### config.mk
export PLATFORM = sky130hd
export DESIGN_NAME = wtg_timer
export DESIGN_NICKNAME = d
export VERILOG_FILES = /design/src/hdl/wtg_timer.v
export VERILOG_INCLUDE_DIRS = /design/src /design/src/include
export SDC_FILE = /design/constraint.sdc
export NUM_CORES = 1
export LEC_CHECK = 0
export BUFFER_PORTS_ARGS = -buffer_cell sky130_fd_sc_hd__buf_2
export CAP_MARGIN = 20
export CORE_ASPECT_RATIO = 2
export CORE_MARGIN = 8
export CORE_UTILIZATION = 46
export CTS_BUF_LIST = sky130_fd_sc_hd__clkbuf_8
export CTS_CLUSTER_DIAMETER = 30
export DETAILED_ROUTE_END_ITERATION = 10
export GPL_TIMING_DRIVEN = 0
export MAX_ROUTING_LAYER = met4
export PLACE_DENSITY_LB_ADDON = 0.1
export RECOVER_POWER = 25
export SKIP_LAST_GASP = 1
export SLEW_MARGIN = 15
export SYNTH_ARGS = -nofsm -noshare
export SYNTH_HDL_FRONTEND = slang
export SYNTH_SLANG_ARGS = --single-unit
### constraint.sdc
create_clock -name clk_in -period 3.6 [get_ports clk_in]
set_input_delay 0.18 -clock clk_in [delete_from_list [all_inputs] [get_ports clk_in]]
set_output_delay 0.18 -clock clk_in [all_outputs]
set_load 0.03 [all_outputs]
### src/include/wtg_defines.vh
// Register map, field positions, reset values and mode codes for the 8-bit waveform timer.
`ifndef WTG_DEFINES_VH
`define WTG_DEFINES_VH
`define WTG_OFS_CONTROL   4'h0
`define WTG_OFS_COUNT     4'h4
`define WTG_OFS_COMPARE   4'h8
`define WTG_OFS_STATUS    4'hc
`define WTG_BIT_FORCE     7
`define WTG_BIT_MODE_LO   6
`define WTG_BIT_ACT_HI    5
`define WTG_BIT_ACT_LO    4
`define WTG_BIT_MODE_HI   3
`define WTG_BIT_CS_HI     2
`define WTG_BIT_OVF       0
`define WTG_BIT_MATCH     1
`define WTG_CONTROL_RST   8'h00
`define WTG_COUNT_MAX     8'hff
`define WTG_COUNT_BOTTOM  8'h00
`define WTG_MODE_NORMAL   2'h0
`define WTG_MODE_PHASE    2'h1
`define WTG_MODE_CLEAR    2'h2
`define WTG_MODE_FAST     2'h3
`define WTG_RESP_OKAY     2'h0
`define WTG_RESP_SLVERR   2'h2
`endif

### src/hdl/wtg_timer.v
// Waveform timer core with AXI4-Lite register slave.
//
// The implementer's own choices: the placing of the registers and the AXI4-Lite register port.
`timescale 1ns/1ps
`include "wtg_defines.vh"
module wtg_timer (
  input  wire        clk_in,           // System clock, 100 MHz.
  input  wire        sys_rst_in,       // Asynchronous reset, active high.
  input  wire        tick_in,          // Timer tick enable from the prescaler.
  input  wire        s_axi_awvalid,    // Write address valid.
  output reg         s_axi_awready,    // Write address ready.
  input  wire [3:0]  s_axi_awaddr,     // Write byte address.
  input  wire        s_axi_wvalid,     // Write data valid.
  output reg         s_axi_wready,     // Write data ready.
  input  wire [31:0] s_axi_wdata,      // Write data.
  input  wire [3:0]  s_axi_wstrb,      // Write byte strobes.
  output reg         s_axi_bvalid,     // Write response valid.
  input  wire        s_axi_bready,     // Write response ready.
  output reg  [1:0]  s_axi_bresp,      // Write response code.
  input  wire        s_axi_arvalid,    // Read address valid.
  output reg         s_axi_arready,    // Read address ready.
  input  wire [3:0]  s_axi_araddr,     // Read byte address.
  output reg         s_axi_rvalid,     // Read data valid.
  input  wire        s_axi_rready,     // Read data ready.
  output reg  [31:0] s_axi_rdata,      // Read data.
  output reg  [1:0]  s_axi_rresp,      // Read response code.
  output reg         wave_out_out,     // Waveform output level.
  output reg         wave_oe_out,      // Waveform output connected to the pin.
  output reg         overflow_flag_out,// Sticky overflow flag.
  output reg         match_flag_out    // Sticky compare match flag.
);

  // ********************************************************************
  // Register storage and decode
  // ********************************************************************
  reg  [7:0] control;
  reg  [7:0] count_value;
  reg  [7:0] compare_value;
  // Compare value seen by the match logic; a written value waits in the buffer.
  reg  [7:0] compare_active;
  reg        count_up;
  // Set by a count write to mask the match on the next tick.
  reg        block_match;
  reg        aw_held;
  reg        w_held;
  reg  [3:0] aw_addr;
  reg  [7:0] w_data;
  reg        w_lane0;
  reg        next_wave;

  // Returns one-hot hit on control, count, compare, status; zero when unmapped.
  function [3:0] reg_hit;
    input [3:0] addr;
    begin
      case (addr)
        `WTG_OFS_CONTROL: reg_hit = 4'h1;
        `WTG_OFS_COUNT:   reg_hit = 4'h2;
        `WTG_OFS_COMPARE: reg_hit = 4'h4;
        `WTG_OFS_STATUS:  reg_hit = 4'h8;
        default:          reg_hit = 4'h0;
      endcase
    end
  endfunction

  wire [1:0] wave_mode_sel     = {control[`WTG_BIT_MODE_HI], control[`WTG_BIT_MODE_LO]};
  wire [1:0] output_action_sel = control[`WTG_BIT_ACT_HI:`WTG_BIT_ACT_LO];
  // The prescaler lives outside; a stopped clock select masks every tick, so the
  // count and the flags freeze, while a forced compare can still move the output.
  wire       clock_running     = control[`WTG_BIT_CS_HI:0] != 3'h0;
  wire       timer_tick_enable = tick_in && clock_running;
  // The forced compare and the immediate compare update belong to the other modes.
  wire       is_pwm            = wave_mode_sel == `WTG_MODE_PHASE || wave_mode_sel == `WTG_MODE_FAST;
  // A write lands only once both halves are held and the previous answer has gone.
  // Holding them lets address and data arrive in either order.
  wire       wr_now            = aw_held && w_held && !s_axi_bvalid;
  wire [3:0] wr_hit            = reg_hit(aw_addr) & {4{wr_now && w_lane0}};
  wire       at_max            = count_value == `WTG_COUNT_MAX;
  wire       at_bottom         = count_value == `WTG_COUNT_BOTTOM;
  wire       cmp_max           = compare_active == `WTG_COUNT_MAX;
  wire       cmp_eq            = count_value == compare_active;
  // A count write suppresses the match on the following tick.
  wire       match_hit         = timer_tick_enable && cmp_eq && !block_match;
  wire       force_hit         = wr_hit[0] && w_data[`WTG_BIT_FORCE] && !is_pwm;
  // Phase correct levels: clear on the way up for code 2, set for code 3.
  // Both levels follow from bit 0 alone, since code 1 is filtered out by bit 1.
  wire       up_level          = output_action_sel[0];
  wire       down_level        = !output_action_sel[0];

  // ********************************************************************
  // Waveform output next state
  // ********************************************************************
  always @* begin
    next_wave = wave_out_out;
    case (wave_mode_sel)
      `WTG_MODE_NORMAL, `WTG_MODE_CLEAR: begin
        // A forced compare acts like a match on the output only.
        if (match_hit || force_hit) begin
          case (output_action_sel)
            2'h1:    next_wave = !wave_out_out;
            2'h2:    next_wave = 1'b0;
            2'h3:    next_wave = 1'b1;
            default: next_wave = wave_out_out;
          endcase
        end
      end
      `WTG_MODE_FAST: begin
        // The bottom action is taken on the tick that wraps MAX to BOTTOM, so it lands
        // together with the new count. It is checked first, which makes a compare of MAX
        // a steady level instead of a one-tick glitch.
        if (timer_tick_enable && at_max && output_action_sel[1]) begin
          next_wave = !output_action_sel[0];
        end else if (match_hit && output_action_sel == 2'h1) begin
          next_wave = !wave_out_out;
        end else if (match_hit && output_action_sel[1] && !cmp_max) begin
          next_wave = output_action_sel[0];
        end
      end
      `WTG_MODE_PHASE: begin
        // Action code 1 is reserved here and leaves the output alone.
        if (timer_tick_enable && output_action_sel[1]) begin
          if (count_up) begin
            if (at_max && cmp_max) begin
              next_wave = down_level;
            end else if (count_value >= compare_active && !block_match) begin
              // Catches a count that starts above the compare value.
              next_wave = up_level;
            end
          end else begin
            if (at_bottom) begin
              // Period start: a zero compare holds the up level all period.
              next_wave = (compare_active == `WTG_COUNT_BOTTOM) ? up_level : down_level;
            end else if (cmp_eq && !block_match) begin
              // On the way down the match restores the level that the up slope took away.
              next_wave = down_level;
            end
          end
        end
      end
      default: next_wave = wave_out_out;
    endcase
  end

  // ********************************************************************
  // Waveform output register
  // ********************************************************************
  always @(posedge clk_in or posedge sys_rst_in) begin
    if (sys_rst_in) begin
      wave_out_out <= 1'b0;
      wave_oe_out  <= 1'b0;
    end else begin
      // Registered so the pin never sees a glitch from the match logic.
      wave_out_out <= next_wave;
      // The pin is handed to the waveform only while an action is selected.
      wave_oe_out  <= output_action_sel != 2'h0;
    end
  end

  // ********************************************************************
  // Control and compare registers
  // ********************************************************************
  always @(posedge clk_in or posedge sys_rst_in) begin
    if (sys_rst_in) begin
      control       <= `WTG_CONTROL_RST;
      compare_value <= `WTG_COUNT_BOTTOM;
    end else begin
      // The strobe bit is never stored, so it reads back as zero.
      if (wr_hit[0]) begin
        control <= {1'b0, w_data[6:0]};
      end
      if (wr_hit[2]) begin
        compare_value <= w_data;
      end
    end
  end

  // ********************************************************************
  // Active compare value
  // ********************************************************************
  always @(posedge clk_in or posedge sys_rst_in) begin
    if (sys_rst_in) begin
      compare_active <= `WTG_COUNT_BOTTOM;
    end else begin
      // Modes without double buffering copy the buffer every clock, one clock late.
      // The pulse modes copy only at the turning point, so that a period never sees
      // two different compare values.
      // Compare update point per mode.
      case (wave_mode_sel)
        `WTG_MODE_FAST: begin
          if (timer_tick_enable && at_max) begin
            compare_active <= compare_value;
          end
        end
        `WTG_MODE_PHASE: begin
          if (timer_tick_enable && at_max && count_up) begin
            compare_active <= compare_value;
          end
        end
        default: compare_active <= compare_value;
      endcase
    end
  end

  // ********************************************************************
  // Counter
  // ********************************************************************
  always @(posedge clk_in or posedge sys_rst_in) begin
    if (sys_rst_in) begin
      count_value <= `WTG_COUNT_BOTTOM;
      count_up    <= 1'b1;
      block_match <= 1'b0;
    end else begin
      // A count write wins over the tick in the same cycle and blocks the next match,
      // so software can preload the count without a stray edge on the output.
      if (wr_hit[1]) begin
        count_value <= w_data;
        block_match <= 1'b1;
      end else if (timer_tick_enable) begin
        block_match <= 1'b0;
        case (wave_mode_sel)
          `WTG_MODE_PHASE: begin
            // Count stands at MAX for one tick, then turns.
            if (count_up) begin
              count_value <= at_max ? count_value - 8'h01 : count_value + 8'h01;
              count_up    <= !at_max;
            end else begin
              count_value <= at_bottom ? count_value + 8'h01 : count_value - 8'h01;
              count_up    <= at_bottom;
            end
          end
          `WTG_MODE_CLEAR: begin
            // A compare below the current count is missed and the count wraps through MAX.
            // Only a real match clears, never a forced one.
            count_value <= (cmp_eq && !block_match) ? `WTG_COUNT_BOTTOM : count_value + 8'h01;
          end
          default: count_value <= count_value + 8'h01;
        endcase
      end
      if (wave_mode_sel != `WTG_MODE_PHASE) begin
        count_up <= 1'b1;
      end
    end
  end

  // ********************************************************************
  // Sticky flags
  // ********************************************************************
  always @(posedge clk_in or posedge sys_rst_in) begin
    if (sys_rst_in) begin
      overflow_flag_out <= 1'b0;
      match_flag_out    <= 1'b0;
    end else begin
      // Software clears a flag by writing one to its bit in the status register.
      // Hardware set wins over a same-cycle write-one clear.
      if (timer_tick_enable && ((wave_mode_sel == `WTG_MODE_PHASE) ? (!count_up && at_bottom) : at_max)) begin
        overflow_flag_out <= 1'b1;
      end else if (wr_hit[3] && w_data[`WTG_BIT_OVF]) begin
        overflow_flag_out <= 1'b0;
      end
      if (match_hit) begin
        match_flag_out <= 1'b1;
      end else if (wr_hit[3] && w_data[`WTG_BIT_MATCH]) begin
        match_flag_out <= 1'b0;
      end
    end
  end

  // ********************************************************************
  // AXI4-Lite write channel
  // ********************************************************************
  always @(posedge clk_in or posedge sys_rst_in) begin
    if (sys_rst_in) begin
      s_axi_awready <= 1'b1;
      s_axi_wready  <= 1'b1;
      s_axi_bvalid  <= 1'b0;
      s_axi_bresp   <= `WTG_RESP_OKAY;
      aw_held       <= 1'b0;
      w_held        <= 1'b0;
      aw_addr       <= 4'h0;
      w_data        <= 8'h00;
      w_lane0       <= 1'b0;
    end else begin
      if (s_axi_awvalid && s_axi_awready) begin
        aw_addr       <= s_axi_awaddr;
        aw_held       <= 1'b1;
        s_axi_awready <= 1'b0;
      end
      if (s_axi_wvalid && s_axi_wready) begin
        w_data       <= s_axi_wdata[7:0];
        w_lane0      <= s_axi_wstrb[0];
        w_held       <= 1'b1;
        s_axi_wready <= 1'b0;
      end
      // Only byte lane 0 carries a register; a write without that lane is answered
      // OKAY but leaves the register alone.
      // An unmapped address is refused with SLVERR and changes nothing.
      if (wr_now) begin
        aw_held      <= 1'b0;
        w_held       <= 1'b0;
        s_axi_bvalid <= 1'b1;
        s_axi_bresp  <= (reg_hit(aw_addr) == 4'h0) ? `WTG_RESP_SLVERR : `WTG_RESP_OKAY;
      end
      if (s_axi_bvalid && s_axi_bready) begin
        s_axi_bvalid  <= 1'b0;
        s_axi_awready <= 1'b1;
        s_axi_wready  <= 1'b1;
      end
    end
  end

  // ********************************************************************
  // AXI4-Lite read channel
  // ********************************************************************
  always @(posedge clk_in or posedge sys_rst_in) begin
    if (sys_rst_in) begin
      s_axi_arready <= 1'b1;
      s_axi_rvalid  <= 1'b0;
      s_axi_rdata   <= 32'h00000000;
      s_axi_rresp   <= `WTG_RESP_OKAY;
    end else begin
      // Reads have no side effects, so a read is answered in the cycle after it is
      // taken, whatever the write channel is doing.
      // Compare reads return the buffer, not the active copy, so software sees what it wrote.
      if (s_axi_arvalid && s_axi_arready) begin
        s_axi_arready <= 1'b0;
        s_axi_rvalid  <= 1'b1;
        s_axi_rresp   <= (reg_hit(s_axi_araddr) == 4'h0) ? `WTG_RESP_SLVERR : `WTG_RESP_OKAY;
        case (reg_hit(s_axi_araddr))
          4'h1:    s_axi_rdata <= {24'h000000, 1'b0, control[6:0]};
          4'h2:    s_axi_rdata <= {24'h000000, count_value};
          4'h4:    s_axi_rdata <= {24'h000000, compare_value};
          4'h8:    s_axi_rdata <= {30'h00000000, match_flag_out, overflow_flag_out};
          default: s_axi_rdata <= 32'h00000000;
        endcase
      end else if (s_axi_rvalid && s_axi_rready) begin
        s_axi_rvalid  <= 1'b0;
        s_axi_arready <= 1'b1;
      end
    end
  end

endmodule

==> results.cfg, run 1 <==
[outcome]
status = complete, no violations

[clock_network]
cts_buffers = 9
cts_tree = built
clkLatencyLatePin_ps = 350
cts.sink_count = 67
path_clk_slew_ps = 80
cts_resized = 0
cts_buffer_depth = 2
cts_hold_buf = 4
cts_setup_buffers = 0
root_buffer = clkbuf_8
cts-htree-levels = 3

[global_routing]
grt_start_max_net_pins = 42
grt_first_pass_wirelength_um = 16300
gr-total-overflow = 0
grt_pass1_vias = 3119
grtUsageTotal_pct = 18.9
antenna_found_initial = 0

[timing]
final-max-slew-violation-count = 0
period_minus_slack_ps = 3130
report.final.setup_viol = 0
min_period_over_period_pct = 87.0
setup_tns_ps = 0
rsz0062_at_grt = false
hold_viol_final = 0
worst_pin_slew_ps = 1240
finalClockSkew_ps = 8.62
fmax_ghz = 0.319
max-slew-margin-rel_pct = 16.6

[routing]
drc = 0
wl_per_cell_um = 19.0
vias = 3051
drt_first_pass_iters = 4
viasPerCell = 5.55
drt_iter0_drc = 126
routed_wl_um = 10400
ant_nets = 0

[floorplanning]
design.core.area_mm2 = 0.00823
die-height_um = 146
dieArea_mm2 = 0.0118
die_x_um = 80.8
num_io_pins = 97
num_rows = 47
start_util_pct = 46.9

[placed_design]
hpwl_um = 8100
place_inst = 531
place.gp.congestion = 0.946
io_buffers = 42

[job]
maxCapViolCount = 0

[worst_setup_path]
crit_path_end_kind = register
critical_path.slowest_cell = nor4_1
critPathRequiredTime_ps = 3830
crit_arrival_ps = 3360
cp_max_fo = 9
cp_slowest_stage_delay_ps = 680
cp_cell_sequence = inv_1 -> ha_1 -> nand4_1 -> nor4_1 -> a21boi_0 -> a211o_1 -> a221o_1 -> mux2_2
start_kind = register
critPathKind = reg -> reg

[cells_and_area]
fillers = 763
fin_cells = 550
drive_gt1_share_pct = 31.2
area_delta_synth_final_pct = 18.2
num_antenna_cells = 0
finalNetCount = 517

[synthesis]
synth_edf_count = 0
syn_area_per_cell_um2 = 10.6
yosys_warnings = 0
synthTopCellsByArea = dfrtp_1 41%, mux2_2 11%, ha_1 5.5%
synthArstFlopShare_pct = 100
synth.most_common_cell = dfrtp_1
synth_flop_cell = dfrtp_1
ys_types = 55
seq_area_frac_synth_pct = 43.5
synth_top_area_cell = dfrtp_1
netlist.area_leader.share_pct = 40.8
synth.ff_latch_count = 67
syn_area_mm2 = 0.00386
synthCells = 365
synthTopCellsByCount = 63 x dfrtp_1, 37 x mux2_2, 28 x buf_4

[hold_path]
hold_path_class = in -> reg

[power]
cellPowerDensity_mw_per_mm2 = 759
p_leak_nw = 2.19
ir_worst_vdd_mv = 0.376
[final timing paths]
path | startpoint | to | slack (ps) | cells after the start
setup / recovery | count_value[0] | wave_out_out | 470 | 8
hold / removal | s_axi_rready | s_axi_rvalid | 30 | 2
setup reg to reg | count_value[0] | wave_out_out | 470 | 8
hold reg to reg | w_held | w_held | 500 | 2
max in group asynchronous | sys_rst_in | s_axi_awready | 2150 | 4
min in group asynchronous | sys_rst_in | w_data[3] | 630 | 3
[through the flow]
step | total power [mW] | hold WS [ps] | area (um^2) | util (%) | setup WS [ps]
after floorplan | 2.32 | 238 | 3960 | - | 1100
after global placement | 2.75 | 353 | 4290 | 52.1 | 548
after detailed placement | 2.78 | 189 | 4310 | 52.4 | 497
after CTS | 3.48 | 10.8 | 4570 | 55.5 | 462
after global routing | 3.68 | 21.1 | 4570 | 55.5 | 267
final | 3.47 | 28.9 | 4570 | 55.5 | 469
[logic make-up after synthesis]
group	after synthesis	share of synthesized area, %
and+or+nand+nor	97	13.1
DFF	67	43.5
AOI/OAI and AO/OA	65	12.6
buffers and inverters	61	8.93
muxes	46	13.8
adders and majority gates	17	5.50
xor gates and xnor gates	11	2.49
other	1	0.0970
[worst max-delay path, delay by kind of cell, from the launching register on]
kind	cells	cell delay [ps]
AOI/OAI and AO/OA	3	890
and+or+nand+nor	2	830
DFF	1	530
adders and majority gates	1	340
muxes	1	260
buffers and inverters	1	170
[registers in the layout, indices dropped and copies added, names as in the netlist, 4 cells and up]
signal / count
compare_active: 8
w_data: 8
control: 7
compare_value: 8
count_value: 8
aw_addr: 4
s_axi_rdata: 8
[power by group]
| group | internal (mW) | leakage (nW) | total (mW) | switching [mW] |
|---|---|---|---|---|
| Clock | 0.388 | 0.106 | 0.691 | 0.303 |
| Combinational | 0.625 | 1.24 | 1.43 | 0.808 |
| Sequential | 1.01 | 0.846 | 1.34 | 0.329 |
[cells in the final DEF (no fill, tap or decap), types with 7 or more instances in the layout]
cell | netlist | layout
dfrtp_1 | 63 | 63
buf_2 | 3 | 45
mux2_2 | 37 | 37
buf_4 | 28 | 28
conb_1 | 1 | 26
nand2_1 | 25 | 25
nor2_1 | 23 | 23
inv_1 | 22 | 21
ha_1 | 17 | 17
o21ai_0 | 13 | 13
nor3_1 | 13 | 13
a21oi_1 | 12 | 12
clkbuf_8 | 0 | 9
nand4_1 | 8 | 8
a22o_1 | 8 | 8
mux2i_1 | 7 | 7
[per-layer routing]
| layer | wire length, um | track usage [%] | up-vias | share of wire, % |
|---|---|---|---|---|
| li1 | - | - | 1430 | - |
| met1 | 3610 | 17.8 | 1466 | 35 |
| met2 | 5500 | 31.9 | 121 | 53 |
| met3 | 599 | 4.39 | 34 | 5.7 |
| met4 | 728 | 13.6 | 0 | 7.0 |
| met5 | 0 | - | - | 0 |
[area by class of cell]
cell class | count | area (um^2) | area share, %
Clock inverter | 6 | 90.1 | 1.97
Timing Repair Buffer | 47 | 270 | 5.92
Sequential cell | 67 | 1680 | 36.8
Clock buffer | 9 | 124 | 2.71
Inverter | 22 | 83.8 | 1.84
Tap cell | 98 | 123 | 2.68
Buffer | 39 | 263 | 5.75
Multi-Input combinational cell | 262 | 1930 | 42.3
(Power assumes the default switching activity.)
==> run 2, diff against run 1 <==
--- a/config.mk
+++ b/config.mk
@@ -8,9 +8,10 @@
 export LEC_CHECK = 0
 export BUFFER_PORTS_ARGS = -buffer_cell sky130_fd_sc_hd__buf_2
 export CAP_MARGIN = 20
-export CORE_ASPECT_RATIO = 2
+export CELL_PAD_IN_SITES_DETAIL_PLACEMENT = 1
+export CELL_PAD_IN_SITES_GLOBAL_PLACEMENT = 2
 export CORE_MARGIN = 8
-export CORE_UTILIZATION = 46
+export CORE_UTILIZATION = 37
 export CTS_BUF_LIST = sky130_fd_sc_hd__clkbuf_8
 export CTS_CLUSTER_DIAMETER = 30
 export DETAILED_ROUTE_END_ITERATION = 10
==> results.cfg, run 2 (same netlist as run 1, synthesis figures left out) <==
[power]
ir_worst_vdd_mv = 0.398
cellPowerDensity_mw_per_mm2 = 729
p_leak_nw = 2.16
finalPower_mw = 3.29

[floorplanning]
num_io_pins = 97
die-height_um = 118
design.core.area_mm2 = 0.0102
die_x_um = 118
start_util_pct = 37.8
dieArea_mm2 = 0.0140
num_rows = 37

[worst_setup_path]
crit_path_end_kind = register
start_kind = register
worstReg2RegStart = count_value[0]
reg2reg_depth = 8
crit_arrival_ps = 3570
startpoint = count_value[0]
r2r_end = wave_out_out
critPathKind = reg -> reg
cp_max_fo = 9
critPathRequiredTime_ps = 3820
r2r_setup_slack_ps = 240

[routing]
vias = 3030
routed_wl_um = 10900
wl_per_cell_um = 18.6
viasPerCell = 5.17
drt_iter0_drc = 107
drc = 0
drt_first_pass_iters = 5
ant_nets = 0

[timing]
period_minus_slack_ps = 3360
rsz0062_at_grt = false
report.final.setup_viol = 0
min_period_over_period_pct = 93.2
finalClockSkew_ps = 18.4
fmax_ghz = 0.298
setup_tns_ps = 0
max-slew-margin-rel_pct = 1.82
worst_pin_slew_ps = 1470
hold_slack_ps = 17.0
final-max-slew-violation-count = 0
hold_viol_final = 0

[cells_and_area]
fin_cells = 586
final_cell_area_mm2 = 0.00452
area_delta_synth_final_pct = 16.9
final_common_cell = dfrtp_1
layout_common_cells = 63 x dfrtp_1, 45 x buf_2, 37 x mux2_2
fillers = 1178
finalNetCount = 514
num_antenna_cells = 0
drive_gt1_share_pct = 31.8

[clock_network]
cts.sink_count = 67
cts_tree = built
path_clk_slew_ps = 70
cts_setup_buffers = 0
root_buffer = clkbuf_8
clkLatencyLatePin_ps = 340
cts_resized = 0
cts_buffer_depth = 2
cts-htree-levels = 3
cts_hold_buf = 1
cts_buffers = 9

[global_routing]
grtUsageTotal_pct = 16.4
gr-total-overflow = 0
antenna_found_initial = 0
grt_pass1_vias = 3270
grt_start_max_net_pins = 61
grt_first_pass_wirelength_um = 17800

[hold_path]
whs_endpoint = s_axi_wready
hold_path_class = in -> reg
hold_path_depth = 2
min-delay-start = s_axi_wvalid

[placed_design]
io_buffers = 42
place.gp.congestion = 0.889
hpwl_um = 8590
placed_area_mm2 = 0.00437
place_inst = 569

[job]
maxCapViolCount = 0

[outcome]
status = complete, no violations
## run 2: changes by cell type in the layout (fill, tap and decap cells not counted), moves of 2 or more
cell           previous run  this run
bufinv_16                 2         0
dfstp_2                   1         4
inv_1                    21        23
clkinv_2                  1         3
dfstp_1                   3         0
dlygate4sd3_1             4         1
## run 2: power breakdown
part | total, mW | switching (mW) | internal, mW
registers | 1.31 | 0.292 | 1.02
logic | 1.46 | 0.837 | 0.621
clock network | 0.527 | 0.284 | 0.242
## run 2: metrics by stage
stage,utilization [%],worst slack [ps]
2_1_floorplan,-,1100
3_3_place_gp,42.4,310
3_5_place_dp,42.7,234
4_1_cts,44.4,217
5_1_grt,44.2,49.4
6_report,44.2,244
## run 2: layout make-up
cell class / count / area, um^2 / area share, %
sequential: 67 / 1680 / 37.2
clock inverter: 7 / 38.8 / 0.858
tap: 136 / 170 / 3.77
buffer: 39 / 263 / 5.82
clock buffer: 9 / 124 / 2.74
timing repair buffer: 44 / 225 / 4.98
multi-input combinational: 262 / 1930 / 42.8
inverter: 22 / 83.8 / 1.86
## run 2: worst max-delay path by stage
stage	endpoint	depth (start not counted)
2_1_floorplan	wave_out_out	8
3_3_place_gp	wave_out_out	8
3_5_place_dp	wave_out_out	8
4_1_cts	wave_out_out	8
5_1_grt	wave_out_out	8
6_report	wave_out_out	8
## run 2: critical path: stages (launching register included)
cell      delay [ps]
dfrtp_1          570
inv_1            160
ha_1             340
nand4_1          160
nor4_1           850
a21boi_0         220
a211o_1          340
a221o_1          340
mux2_2           260
## run 2: per-layer routing
metal  vias to the layer above  share of wire, %  track usage (%)
met4                         0              0.81             3.44
li1                       1433                 -                -
met3                        12               3.9             3.47
met1                      1511                48             20.9
met5                         -                 0                -
met2                        74                47             26.4
==> run 3, diff against run 2 <==
--- a/config.mk
+++ b/config.mk
@@ -11,11 +11,11 @@
 export CELL_PAD_IN_SITES_DETAIL_PLACEMENT = 1
 export CELL_PAD_IN_SITES_GLOBAL_PLACEMENT = 2
 export CORE_MARGIN = 8
-export CORE_UTILIZATION = 37
-export CTS_BUF_LIST = sky130_fd_sc_hd__clkbuf_8
+export CORE_UTILIZATION = 36
 export CTS_CLUSTER_DIAMETER = 30
 export DETAILED_ROUTE_END_ITERATION = 10
 export GPL_TIMING_DRIVEN = 0
+export HOLD_SLACK_MARGIN = 0.08
 export MAX_ROUTING_LAYER = met4
 export PLACE_DENSITY_LB_ADDON = 0.1
 export RECOVER_POWER = 25
==> results.cfg, run 3 (same netlist as run 1, synthesis figures left out) <==
[outcome]
status = complete, no violations

[global_routing]
use_met1_pct = 20.3
grt_pass1_vias = 3229
globalRoute.busiestLayer = met2
use_met3_pct = 3.52
antenna_found_initial = 0
gr-usage-met2_pct = 26.8
grt_start_max_net_pins = 55
grt_first_pass_wirelength_um = 18000
gr-total-overflow = 0
grtUsageTotal_pct = 16.5

[power]
ir_worst_vdd_mv = 0.333
cellPowerDensity_mw_per_mm2 = 723
p_leak_nw = 2.25

[worst_setup_path]
startpoint = count_value[0]
crit_path_end_kind = register
r2r_setup_slack_ps = 370
start_kind = register
worstReg2RegStart = count_value[0]
crit_arrival_ps = 3460
cp_max_fo = 9
reg2reg_depth = 8
critPathKind = reg -> reg
critPathRequiredTime_ps = 3820

[timing]
period_minus_slack_ps = 3230
min_period_over_period_pct = 89.8
worst_pin_slew_ps = 1390
finalClockSkew_ps = 7.36
fmax_ghz = 0.309
hold_slack_ps = 103
rsz0062_at_grt = false
final-max-slew-violation-count = 0
max-slew-margin-rel_pct = 7.02
report.final.setup_viol = 0
setup_tns_ps = 0
hold_viol_final = 0

[clock_network]
cts_buffers = 9
cts_tree = built
cts-htree-levels = 3
cts_resized = 0
root_buffer = clkbuf_8
cts_setup_buffers = 0
path_clk_slew_ps = 80
cts.sink_count = 67
clkLatencyLatePin_ps = 340
cts_buffer_depth = 2

[floorplanning]
dieArea_mm2 = 0.0143
num_io_pins = 97
start_util_pct = 36.3
die_x_um = 120
num_rows = 38
die-height_um = 120
design.core.area_mm2 = 0.0107

[routing]
drc = 0
vias = 3062
viasPerCell = 5.04
wl_per_cell_um = 18.6
drt_iter0_drc = 145
ant_nets = 0
routed_wl_um = 11300
drt_first_pass_iters = 4

[job]
maxCapViolCount = 0

[cells_and_area]
fillers = 1231
area_delta_synth_final_pct = 22.7
num_antenna_cells = 0
finish.utilization_pct = 44.5
final_common_cell = dfrtp_1
finalNetCount = 532
layout_common_cells = 63 x dfrtp_1, 45 x buf_2, 37 x mux2_2
final_cell_area_mm2 = 0.00474
seqCellArea_mm2 = 0.00168
multiInputGateArea_mm2 = 0.00193
drive_gt1_share_pct = 30.6

[hold_path]
hold_path_class = in -> reg
min-delay-start = s_axi_bready
hold_path_depth = 3

[placed_design]
io_buffers = 42
place.gp.congestion = 0.863
hpwl_um = 8640
placed_area_mm2 = 0.00437
-- run 3: cell count changes in the layout (fill, tap and decap cells not counted), sizes merged --
cell / delta
bufinv: +1
clkbuf: +2
clkinv: -2
dlygate4sd3: +18
inv: -1
-- run 3: worst max-delay path: stages, from the launching register on --
cell	delay, ps
dfrtp_1	550
inv_1	150
ha_1	340
nand4_1	160
nor4_1	790
a21boi_0	220
a211o_1	320
a221o_1	340
mux2_2	260
-- run 3: per-layer routing --
metal | vias up | share of wire (%)
li1 | 1470 | -
met1 | 1529 | 45
met2 | 56 | 50
met3 | 7 | 3.9
met4 | 0 | 0.74
met5 | - | 0
-- run 3: stage by stage --
step	power, mW	setup WS, ps	instances
5_1_grt	3.68	94.0	608
4_1_cts	3.48	285	608
3_5_place_dp	2.80	300	573
6_report	3.43	366	608
2_1_floorplan	2.32	1100	390
3_3_place_gp	2.75	339	572
-- run 3: where the power goes --
part | switching [mW] | internal (mW)
combinational | 0.835 | 0.635
sequential | 0.297 | 1.02
clock | 0.302 | 0.342
-- run 3: repair_timing --
| action | in CTS | in global routing |
|---|---|---|
| hold endpoints to repair | 82 | 0 |
| hold buffers | 19 | 0 |
| setup endpoints to repair | 0 | 0 |
-- run 3: worst paths after layout --
| check | endpoint |
|---|---|
| max | wave_out_out |
| min | s_axi_wready |
| max reg2reg | wave_out_out |
| min reg2reg | block_match |
| max in group asynchronous | count_value[3] |
| min in group asynchronous | s_axi_bvalid |
-- run 3: area by class of cell --
type / count / share of cell area, %
buffer: 39 / 5.54
clock buffer: 11 / 2.98
clock inverter: 5 / 1.27
inverter: 22 / 1.77
multi-input combinational: 262 / 40.7
sequential: 67 / 35.5
tap: 140 / 3.69
timing repair buffer: 62 / 8.55
